<file path="config.mk">
export PLATFORM = sky130hd
export DESIGN_NAME = cbi_top
export DESIGN_NICKNAME = d
export VERILOG_FILES = /design/src/cbi_pkg.sv /design/src/cbi_strm_if.sv /design/src/cbi_fifo.sv /design/src/cbi_lmb.sv /design/src/cbi_top.sv
export VERILOG_INCLUDE_DIRS = /design/src
export SDC_FILE = /design/constraint.sdc
export NUM_CORES = 2
export LEC_CHECK = 0
export ABC_CLOCK_PERIOD_IN_PS = 15800
export BUFFER_PORTS_ARGS = -buffer_cell sky130_fd_sc_hd__buf_2
export CAP_MARGIN = 20
export CORE_AREA = 8 8 628 630
export DETAILED_ROUTE_END_ITERATION = 7
export DIE_AREA = 0 0 636 638
export GPL_TIMING_DRIVEN = 0
export HOLD_SLACK_MARGIN = 0.02
export PLACE_DENSITY_LB_ADDON = 0.25
export SLEW_MARGIN = 25
export SYNTH_ARGS = -nofsm -noshare
export SYNTH_HDL_FRONTEND = slang
export SYNTH_MEMORY_MAX_BITS = 65536
export SYNTH_SLANG_ARGS = --single-unit
</file>
<file path="constraint.sdc">
create_clock -name CLK -period 15.8 [get_ports CLK]
set_input_delay 2.37 -clock CLK [delete_from_list [all_inputs] [get_ports CLK]]
set_output_delay 2.37 -clock CLK [all_outputs]
set_load 0.02 [all_outputs]
</file>
<file path="src/cbi_regs.svh">
`ifndef CBI_REGS_SVH
`define CBI_REGS_SVH

// ==========================================================
// Fixed transaction attribute encodings
`define CBI_PROT_INSTR  3'h4
`define CBI_PROT_DATA   3'h0
`define CBI_CACHE_NONE  4'h0
`define CBI_CACHE_NCNB  4'h2
`define CBI_CACHE_NCB   4'h3
`define CBI_CACHE_WB    4'hf
`define CBI_QOS_NONE    4'h0
`define CBI_QOS_P7      4'h7
`define CBI_QOS_P8      4'h8
`define CBI_QOS_P12     4'hc
`define CBI_DOM_NONE    2'h0
`define CBI_DOM_INNER   2'h1

// ==========================================================
// Stream and buffer sizes
`define CBI_WORD_W      32
`define CBI_STRM_PORTS  16
`define CBI_FIFO_DEPTH  8

`endif

</file>
<file path="src/cbi_pkg.sv">
package cbi_pkg;
  // Stream read sequencer states, Gray coded along idle-wait-done
  typedef enum logic [1:0] {
    CBI_GET_IDLE = 2'h0,
    CBI_GET_WAIT = 2'h1,
    CBI_GET_DONE = 2'h3
  } cbi_get_state_t;
endpackage

</file>
<file path="src/cbi_strm_if.sv">
// ==========================================================
// Valid/ready word channel between the block's own modules
interface cbi_strm_if #(parameter int W = 33) ();
  logic         valid;
  logic         ready;
  logic [W-1:0] data;
  modport tx (output valid, output data, input ready);
  modport rx (input valid, input data, output ready);
endinterface

</file>
<file path="src/cbi_fifo.sv">
module cbi_fifo
  import cbi_pkg::*;
#(
  parameter int W     = 33,
  parameter int DEPTH = 8
) (
  input wire logic clk,
  input wire logic rst,
  cbi_strm_if.rx   wr,
  cbi_strm_if.tx   rd
);
  localparam int AW = $clog2(DEPTH);

  logic [W-1:0] mem_reg [DEPTH];
  logic [AW:0]  wptr_reg;
  logic [AW:0]  rptr_reg;
  logic         full;
  logic         empty;
  logic         push;
  logic         pop;

  // ==========================================================
  // Status, the extra pointer bit tells full from empty
  assign full     = (wptr_reg[AW] != rptr_reg[AW]) &&
                    (wptr_reg[AW-1:0] == rptr_reg[AW-1:0]);
  assign empty    = (wptr_reg == rptr_reg);
  assign push     = wr.valid && !full;
  assign pop      = rd.ready && !empty;
  assign wr.ready = !full;
  assign rd.valid = !empty;
  assign rd.data  = mem_reg[rptr_reg[AW-1:0]];

  // Storage array, no reset needed
  always_ff @(posedge clk) begin
    if (push) begin
      mem_reg[wptr_reg[AW-1:0]] <= wr.data;
    end
  end

  // Write pointer
  always_ff @(posedge clk or posedge rst) begin
    if (rst) begin
      wptr_reg <= '0;
    end else if (push) begin
      wptr_reg <= wptr_reg + 1'b1;
    end
  end

  // Read pointer
  always_ff @(posedge clk or posedge rst) begin
    if (rst) begin
      rptr_reg <= '0;
    end else if (pop) begin
      rptr_reg <= rptr_reg + 1'b1;
    end
  end
endmodule

</file>
<file path="src/cbi_lmb.sv">
module cbi_lmb
  import cbi_pkg::*;
#(
  parameter bit HAS_WR = 1'b1
) (
  input  wire logic        clk,
  input  wire logic        rst,
  input  wire logic        req,
  input  wire logic        wr,
  input  wire logic [31:0] addr,
  input  wire logic [3:0]  be,
  input  wire logic [31:0] wdata,
  output logic             busy,
  output logic             done,
  output logic [31:0]      rdata,
  output logic             ce,
  output logic             ue,
  output logic [31:0]      bus_addr,
  output logic             bus_as,
  output logic             bus_rd,
  output logic             bus_wr,
  output logic [3:0]       bus_be,
  output logic [31:0]      bus_wdata,
  input  wire logic [31:0] bus_rdata,
  input  wire logic        bus_ready,
  input  wire logic        bus_hold,
  input  wire logic        bus_ce,
  input  wire logic        bus_ue
);
  logic active_reg;
  logic wr_reg;
  logic issue;

  // ==========================================================
  // Issue when idle, or back to back in the completing cycle
  assign issue  = req && (!active_reg || bus_ready);
  assign busy   = req && !issue;
  assign bus_rd = active_reg && !wr_reg;
  assign bus_wr = active_reg && wr_reg;

  // Transfer in progress until ready is sampled
  always_ff @(posedge clk or posedge rst) begin
    if (rst) begin
      active_reg <= 1'b0;
    end else if (issue) begin
      active_reg <= 1'b1;
    end else if (bus_ready) begin
      active_reg <= 1'b0;
    end
  end

  // Address strobe only in the first cycle of a transfer
  always_ff @(posedge clk or posedge rst) begin
    if (rst) begin
      bus_as <= 1'b0;
    end else begin
      bus_as <= issue;
    end
  end

  // Address, lanes and write data held from the issue edge
  always_ff @(posedge clk or posedge rst) begin
    if (rst) begin
      bus_addr  <= '0;
      bus_be    <= '0;
      bus_wdata <= '0;
      wr_reg    <= 1'b0;
    end else if (issue) begin
      bus_addr  <= addr;
      bus_be    <= HAS_WR ? be : 4'h0;
      bus_wdata <= HAS_WR ? wdata : 32'h0;
      wr_reg    <= HAS_WR && wr;
    end
  end

  // Completion, read data and error flags of the finishing transfer
  always_ff @(posedge clk or posedge rst) begin
    if (rst) begin
      done  <= 1'b0;
      rdata <= '0;
      ce    <= 1'b0;
      ue    <= 1'b0;
    end else begin
      done <= active_reg && bus_ready;
      if (active_reg && bus_ready) begin
        rdata <= bus_rdata;
        ce    <= bus_ce;
        ue    <= bus_ue;
      end
    end
  end
endmodule

</file>
<file path="src/cbi_top.sv">
`include "cbi_regs.svh"
module cbi_top
  import cbi_pkg::*;
#(
  parameter bit DP_FULL = 1'b0,
  parameter bit IC_ACE  = 1'b0,
  parameter bit DC_ACE  = 1'b0
) (
  input  wire logic        CLK,
  input  wire logic        RESET,
  output logic [2:0]       IPERIPH_ARPROT,
  output logic [2:0]       DPERIPH_ARPROT,
  output logic [2:0]       DPERIPH_AWPROT,
  output logic [3:0]       DPERIPH_ARCACHE,
  output logic [3:0]       DPERIPH_AWCACHE,
  output logic [3:0]       DPERIPH_ARQOS,
  output logic [3:0]       DPERIPH_AWQOS,
  input  wire logic        ICACHE_DVM,
  output logic [3:0]       ICACHE_ARCACHE,
  output logic [2:0]       ICACHE_ARPROT,
  output logic [3:0]       ICACHE_ARQOS,
  output logic [1:0]       ICACHE_ARDOMAIN,
  input  wire logic        DCACHE_AR_EXCL,
  input  wire logic        DCACHE_AR_DVM,
  input  wire logic        DCACHE_AW_EXCL,
  output logic [3:0]       DCACHE_ARCACHE,
  output logic [3:0]       DCACHE_AWCACHE,
  output logic [2:0]       DCACHE_ARPROT,
  output logic [2:0]       DCACHE_AWPROT,
  output logic [3:0]       DCACHE_ARQOS,
  output logic [3:0]       DCACHE_AWQOS,
  output logic [1:0]       DCACHE_ARDOMAIN,
  output logic [1:0]       DCACHE_AWDOMAIN,
  output logic [15:0][31:0] SOUT_TDATA,
  output logic [15:0]      SOUT_TLAST,
  output logic [15:0]      SOUT_TVALID,
  input  wire logic [15:0] SOUT_TREADY,
  input  wire logic [15:0][31:0] SIN_TDATA,
  input  wire logic [15:0] SIN_TLAST,
  input  wire logic [15:0] SIN_TVALID,
  output logic [15:0]      SIN_TREADY,
  input  wire logic        PUT_REQ,
  input  wire logic        PUT_NONBLOCK,
  input  wire logic [3:0]  PUT_PORT,
  input  wire logic [31:0] PUT_DATA,
  input  wire logic        PUT_CTRL,
  output logic             PUT_STALL,
  output logic             PUT_CARRY,
  input  wire logic        GET_REQ,
  input  wire logic        GET_NONBLOCK,
  input  wire logic [3:0]  GET_PORT,
  output logic             GET_STALL,
  output logic             GET_DONE,
  output logic             GET_WRITE,
  output logic [31:0]      GET_DATA,
  output logic             GET_CTRL,
  output logic             GET_CARRY,
  input  wire logic        DLMB_REQ,
  input  wire logic        DLMB_WR,
  input  wire logic [31:0] DLMB_ADDR,
  input  wire logic [3:0]  DLMB_BE,
  input  wire logic [31:0] DLMB_WDATA,
  output logic             DLMB_STALL,
  output logic             DLMB_DONE,
  output logic [31:0]      DLMB_RDATA,
  output logic             DLMB_CE,
  output logic             DLMB_UE,
  output logic [31:0]      DATA_ADDR,
  output logic             DATA_ADDR_STROBE,
  output logic             DATA_RD_STROBE,
  output logic             DATA_WR_STROBE,
  output logic [3:0]       DATA_BE,
  output logic [31:0]      DATA_WDATA,
  input  wire logic [31:0] DATA_RDATA,
  input  wire logic        DATA_DONE,
  input  wire logic        DATA_HOLD,
  input  wire logic        DATA_CORRECTED_ERR,
  input  wire logic        DATA_UNCORRECTED_ERR,
  input  wire logic        ILMB_REQ,
  input  wire logic [31:0] ILMB_ADDR,
  output logic             ILMB_STALL,
  output logic             ILMB_DONE,
  output logic [31:0]      ILMB_RDATA,
  output logic             ILMB_CE,
  output logic             ILMB_UE,
  output logic [31:0]      INSTR_ADDR,
  output logic             INSTR_ADDR_STROBE,
  output logic             INSTR_FETCH_STROBE,
  input  wire logic [31:0] INSTR_RDATA,
  input  wire logic        INSTR_DONE,
  input  wire logic        INSTR_HOLD,
  input  wire logic        INSTR_CORRECTED_ERR,
  input  wire logic        INSTR_UNCORRECTED_ERR
);
  localparam int NP = `CBI_STRM_PORTS;
  localparam int WW = `CBI_WORD_W;

  cbi_get_state_t state_reg;
  logic [3:0]     gport_reg;
  logic [3:0]     sel_port;
  logic           sel_valid;
  logic           sel_last;
  logic           gactive;
  logic           take_now;
  logic [15:0]    put_sel;
  logic [15:0]    put_rdy;
  logic           port_rdy;

  // One-hot decode of a stream port number
  function automatic logic [15:0] port_dec(input logic [3:0] p);
    port_dec = 16'h0001 << p;
  endfunction

  // Data cache memory type from access kind
  function automatic logic [3:0] dc_cache(input logic excl,
                                          input logic dvm);
    if (DC_ACE && dvm) begin
      dc_cache = `CBI_CACHE_NCNB;
    end else if (!DC_ACE && excl) begin
      dc_cache = `CBI_CACHE_NCNB;
    end else begin
      dc_cache = `CBI_CACHE_WB;
    end
  endfunction

  // ==========================================================
  // Master port attributes, constants per port and kind
  assign IPERIPH_ARPROT  = `CBI_PROT_INSTR;
  assign DPERIPH_ARPROT  = `CBI_PROT_DATA;
  assign DPERIPH_AWPROT  = `CBI_PROT_DATA;
  assign DPERIPH_ARCACHE = DP_FULL ? `CBI_CACHE_NCB : `CBI_CACHE_NONE;
  assign DPERIPH_AWCACHE = DP_FULL ? `CBI_CACHE_NCB : `CBI_CACHE_NONE;
  assign DPERIPH_ARQOS   = DP_FULL ? `CBI_QOS_P8 : `CBI_QOS_NONE;
  assign DPERIPH_AWQOS   = DP_FULL ? `CBI_QOS_P8 : `CBI_QOS_NONE;

  // Instruction cache port
  assign ICACHE_ARCACHE  = (IC_ACE && ICACHE_DVM) ? `CBI_CACHE_NCNB
                                                  : `CBI_CACHE_WB;
  assign ICACHE_ARPROT   = `CBI_PROT_INSTR;
  assign ICACHE_ARQOS    = `CBI_QOS_P7;
  assign ICACHE_ARDOMAIN = IC_ACE ? `CBI_DOM_INNER : `CBI_DOM_NONE;

  // Data cache port
  assign DCACHE_ARCACHE  = dc_cache(DCACHE_AR_EXCL, DCACHE_AR_DVM);
  assign DCACHE_AWCACHE  = dc_cache(DCACHE_AW_EXCL, 1'b0);
  assign DCACHE_ARPROT   = `CBI_PROT_DATA;
  assign DCACHE_AWPROT   = `CBI_PROT_DATA;
  assign DCACHE_ARQOS    = `CBI_QOS_P12;
  assign DCACHE_AWQOS    = `CBI_QOS_P8;
  assign DCACHE_ARDOMAIN = DC_ACE ? `CBI_DOM_INNER : `CBI_DOM_NONE;
  assign DCACHE_AWDOMAIN = DC_ACE ? `CBI_DOM_INNER : `CBI_DOM_NONE;

  // ==========================================================
  // Stream writes: a port is busy while its buffer is full
  assign port_rdy  = put_rdy[PUT_PORT];
  assign put_sel   = PUT_REQ ? port_dec(PUT_PORT) : 16'h0000;
  assign PUT_STALL = PUT_REQ && !PUT_NONBLOCK && !port_rdy;
  assign PUT_CARRY = PUT_REQ && PUT_NONBLOCK && !port_rdy;

  // Per-port output buffer, control bit travels as TLAST
  for (genvar i = 0; i < NP; i++) begin : g_out
    cbi_strm_if #(.W(WW + 1)) in_s ();
    cbi_strm_if #(.W(WW + 1)) out_s ();

    assign in_s.valid     = put_sel[i];
    assign in_s.data      = {PUT_CTRL, PUT_DATA};
    assign put_rdy[i]     = in_s.ready;
    assign SOUT_TVALID[i] = out_s.valid;
    assign SOUT_TDATA[i]  = out_s.data[WW-1:0];
    assign SOUT_TLAST[i]  = out_s.data[WW];
    assign out_s.ready    = SOUT_TREADY[i];

    cbi_fifo #(.W(WW + 1), .DEPTH(`CBI_FIFO_DEPTH)) u_fifo (
      .clk (CLK),
      .rst (RESET),
      .wr  (in_s),
      .rd  (out_s)
    );
  end

  // ==========================================================
  // Stream reads: take a word from the selected input port
  assign sel_port   = (state_reg == CBI_GET_WAIT) ? gport_reg : GET_PORT;
  assign sel_valid  = SIN_TVALID[sel_port];
  assign sel_last   = SIN_TLAST[sel_port];
  assign gactive    = (state_reg == CBI_GET_WAIT) ||
                      (state_reg == CBI_GET_IDLE && GET_REQ);
  assign take_now   = gactive && sel_valid;
  assign SIN_TREADY = take_now ? port_dec(sel_port) : 16'h0000;
  assign GET_STALL  = (state_reg == CBI_GET_WAIT);
  assign GET_DONE   = (state_reg == CBI_GET_DONE);

  // Read sequencer
  always_ff @(posedge CLK or posedge RESET) begin
    if (RESET) begin
      state_reg <= CBI_GET_IDLE;
    end else begin
      unique case (state_reg)
        CBI_GET_IDLE: begin
          if (GET_REQ && (sel_valid || GET_NONBLOCK)) begin
            state_reg <= CBI_GET_DONE;
          end else if (GET_REQ) begin
            state_reg <= CBI_GET_WAIT;
          end
        end
        CBI_GET_WAIT: begin
          if (sel_valid) begin
            state_reg <= CBI_GET_DONE;
          end
        end
        CBI_GET_DONE: begin
          state_reg <= CBI_GET_IDLE;
        end
        default: begin
          state_reg <= CBI_GET_IDLE;
        end
      endcase
    end
  end

  // Port held across a stall
  always_ff @(posedge CLK or posedge RESET) begin
    if (RESET) begin
      gport_reg <= 4'h0;
    end else if (state_reg == CBI_GET_IDLE && GET_REQ) begin
      gport_reg <= GET_PORT;
    end
  end

  // Result word, control bit, write enable and carry
  always_ff @(posedge CLK or posedge RESET) begin
    if (RESET) begin
      GET_DATA  <= 32'h0;
      GET_CTRL  <= 1'b0;
      GET_WRITE <= 1'b0;
      GET_CARRY <= 1'b0;
    end else if (take_now) begin
      GET_DATA  <= SIN_TDATA[sel_port];
      GET_CTRL  <= sel_last;
      GET_WRITE <= 1'b1;
      GET_CARRY <= 1'b0;
    end else if (state_reg == CBI_GET_IDLE && GET_REQ && GET_NONBLOCK) begin
      GET_WRITE <= 1'b0;
      GET_CARRY <= 1'b1;
    end else if (state_reg == CBI_GET_DONE) begin
      GET_WRITE <= 1'b0;
      GET_CARRY <= 1'b0;
    end
  end

  // ==========================================================
  // Local memory bus masters, data side and fetch side
  cbi_lmb #(.HAS_WR(1'b1)) u_dlmb (
    .clk       (CLK),
    .rst       (RESET),
    .req       (DLMB_REQ),
    .wr        (DLMB_WR),
    .addr      (DLMB_ADDR),
    .be        (DLMB_BE),
    .wdata     (DLMB_WDATA),
    .busy      (DLMB_STALL),
    .done      (DLMB_DONE),
    .rdata     (DLMB_RDATA),
    .ce        (DLMB_CE),
    .ue        (DLMB_UE),
    .bus_addr  (DATA_ADDR),
    .bus_as    (DATA_ADDR_STROBE),
    .bus_rd    (DATA_RD_STROBE),
    .bus_wr    (DATA_WR_STROBE),
    .bus_be    (DATA_BE),
    .bus_wdata (DATA_WDATA),
    .bus_rdata (DATA_RDATA),
    .bus_ready (DATA_DONE),
    .bus_hold  (DATA_HOLD),
    .bus_ce    (DATA_CORRECTED_ERR),
    .bus_ue    (DATA_UNCORRECTED_ERR)
  );

  // Fetch side: read strobe serves as the fetch indication
  cbi_lmb #(.HAS_WR(1'b0)) u_ilmb (
    .clk       (CLK),
    .rst       (RESET),
    .req       (ILMB_REQ),
    .wr        (1'b0),
    .addr      (ILMB_ADDR),
    .be        (4'h0),
    .wdata     (32'h0),
    .busy      (ILMB_STALL),
    .done      (ILMB_DONE),
    .rdata     (ILMB_RDATA),
    .ce        (ILMB_CE),
    .ue        (ILMB_UE),
    .bus_addr  (INSTR_ADDR),
    .bus_as    (INSTR_ADDR_STROBE),
    .bus_rd    (INSTR_FETCH_STROBE),
    .bus_wr    (),
    .bus_be    (),
    .bus_wdata (),
    .bus_rdata (INSTR_RDATA),
    .bus_ready (INSTR_DONE),
    .bus_hold  (INSTR_HOLD),
    .bus_ce    (INSTR_CORRECTED_ERR),
    .bus_ue    (INSTR_UNCORRECTED_ERR)
  );
endmodule

</file>
==> results.cfg <==
[placed_design]
post-place-ws_ns = 7.46
io_buffers = 1560
hpwlAfterDp_mm = 496
dpl_cell_area_um2 = 201000
gp_congestion = 0.995

[clock_tree]
cts_setup_buffers = 0
root_buffer = clkbuf_16
cts_buffers = 458
clkSinkCount = 4568
cts_tree = built
clock_path_buffers = 4
hold_buffers = 0
cts_resized = 0
h-tree-depth = 5
clk_latency_ns = 1.00
clkTransAtPathRegs_ns = 0.06

[pwr]
max-vdd-ir-drop_uv = 147
leakagePower_nw = 73.6
p_per_area_nw_per_um2 = 183

[timing]
clock.fmax_ghz = 0.121
post-route-period-util = 0.522
relSlewSlack = 0.218
setup_viol = 0
min_period_ns = 8.24
fin_skew_ns = 0.0907
holdWs_ns = 0.486
maxSlewViolCount = 0
worst_pin_slew_ns = 1.14
tns_ns = 0
fin_ws_ns = 7.56
hold_violations = 0
rsz0062_at_grt = false

[floorplanning]
die_h_um = 638
rows = 228
start_util = 0.464
ioPinCount = 1626
die_x_um = 636
coreArea_um2 = 384000
fp.dieArea_um2 = 406000

[synthesis]
synth_most_common_cell = edfxtp_1
synth_edf_count = 4224
avgSynthCellArea_um2 = 21.8
ys_async_sr_fraction = 0.0753
syn-cell-area_um2 = 178000
synth_top_area_frac = 0.711
yosysUniqueCellTypes = 62
ys_ff_latch = 4568
ys_warn_count = 0
synth_ff_type = edfxtp_1
synth_commonest_cells = edfxtp_1, mux4_2, mux2_2
yosysSeqAreaShare = 0.759
yosys.area.top_type = edfxtp_1
postSynthCellCount = 8190
netlist_top_cells_area = edfxtp_1, mux4_2, dfrtp_1

[worst_setup_path]
critPathMaxFanout = 10
crit_path_start_kind = input pin
r2r-end = GET_DATA[23]
endpoint_kind = output port
r2r_start = state_reg[0]
required_ns = 13.43
critical_path_class = input pin to output port
reg2reg_depth = 10
r2r_slack_ns = 10.94
cp.arrival_ns = 5.87

[finish]
finish.utilization = 0.564
final_nets = 11470
syn_to_final_growth_pct = 21.5
layout-drive-gt1-share = 0.439
stdcell_area_um2 = 217000
n_fill_cell = 28629
largest_register_ffs = 4224

[run_status]
status = finished, final reports clean

[run]
cap_violations = 0

[route]
drt_pass1_iterations = 6
routed_wl_mm = 654
vias = 96691
wl_per_cell_um = 40.0
drtIter0Drc = 11557
final_antenna_net_count = 0
viasPerCell = 5.91
drc_errors = 0

[global_route]
grt_pass1_wl_mm = 871
grt_pass1_vias = 98202
grt-ovfl-total = 0
antenna_found_initial = 169
grt_max_degree = 89
grt_usage = 0.316

[worst_hold_path]
hold_class = register to register
hold_end = g_out[14].u_fifo.wptr_reg[3]
worstHoldStart = g_out[14].u_fifo.wptr_reg[3]
hold_depth = 1
==> power breakdown <==
group | switching, W | internal (W)
Clock | 0.00467 | 0.00621
Sequential | 0.000231 | 0.0136
Combinational | 0.00965 | 0.00541
==> routing by layer <==
metal | part of all wire | track usage
met5 | 0.00043 | 0
met4 | 0.085 | 0.219
met3 | 0.074 | 0.0602
met2 | 0.51 | 0.548
met1 | 0.33 | 0.352
==> worst max-delay path, stage by stage <==
cell      delay [ns]
clkbuf_1        0.22
a21oi_2         0.40
buf_6           0.31
mux2i_2         0.79
a221o_1         0.65
nor2_4          0.22
buf_2           0.37
and3_1          0.29
buf_2           0.16
==> logic make-up (layout without fill, tap and decap cells) <==
| logic type | count (synthesis) | after routing | share of synthesized area |
|---|---|---|---|
| simple gates | 640 | 640 | 0.0167 |
| xor+xnor | 153 | 153 | 0.00751 |
| other cells | 2 | 301 | 0.0000421 |
| fa+ha+maj | 32 | 32 | 0.00224 |
| mux | 1888 | 1888 | 0.186 |
| flops | 4568 | 4568 | 0.759 |
| compound gates | 340 | 340 | 0.0145 |
| buf+inv | 567 | 3368 | 0.0144 |
==> worst max path at each step <==
stage                           start                 end  slack, ns
after detailed placement  GET_PORT[0]       SIN_TREADY[7]       7.46
after floorplan                 RESET           GET_CARRY       3.89
final                     GET_PORT[0]       SIN_TREADY[7]       7.56
after CTS                 GET_PORT[0]       SIN_TREADY[7]       7.47
after global placement          RESET  u_ilmb.bus_addr[7]      -3.62
after global routing      GET_PORT[0]       SIN_TREADY[7]       7.66
==> placed cells by master, fill, tap and decap left out, types with 24 or more instances in the layout <==
master / synthesis / layout
edfxtp_1: 4224 / 4224
buf_2: 62 / 1593
mux4_2: 1060 / 1060
mux2_2: 740 / 740
clkbuf_16: 0 / 467
dfrtp_1: 344 / 344
clkbuf_1: 284 / 330
nand2_1: 262 / 261
diode_2: 0 / 243
buf_4: 88 / 233
buf_16: 0 / 155
clkinv_2: 0 / 106
nor2_4: 2 / 98
clkinv_1: 0 / 83
buf_1: 90 / 78
xnor2_1: 78 / 78
xor2_1: 75 / 75
mux2i_1: 79 / 72
a221oi_1: 87 / 65
conb_1: 2 / 58
nand2b_1: 56 / 56
buf_8: 0 / 50
o21ai_0: 50 / 47
a21oi_1: 49 / 45
buf_6: 4 / 44
clkbuf_2: 1 / 43
nand3_1: 40 / 40
bufinv_16: 0 / 40
inv_1: 37 / 36
nor3_1: 69 / 36
a221o_1: 34 / 34
nor3_2: 0 / 33
ha_1: 32 / 32
clkbuf_8: 0 / 31
buf_12: 0 / 27
nand4_1: 24 / 24
==> final cells by class <==
cell class / count / area, µm² / area share
sequential: 4568 / 135000 / 0.625
timing repair buffer: 1946 / 14700 / 0.0680
antenna: 243 / 608 / 0.00280
multi-input combinational: 3111 / 42000 / 0.194
tap: 5060 / 6330 / 0.0292
clock inverter: 279 / 2640 / 0.0122
inverter: 38 / 150 / 0.000693
clock buffer: 576 / 12400 / 0.0572
buffer: 529 / 2480 / 0.0114
==> stage by stage <==
| step | cells | total power [W] |
|---|---|---|
| 2_1_floorplan | 8246 | 0.0222 |
| 3_3_place_gp | 14866 | 0.0286 |
| 3_5_place_dp | 15251 | 0.0292 |
| 4_1_cts | 16106 | 0.0400 |
| 5_1_grt | 16309 | 0.0407 |
| 6_report | 16350 | 0.0397 |
No activity file was read; power rests on OpenSTA's default activity.
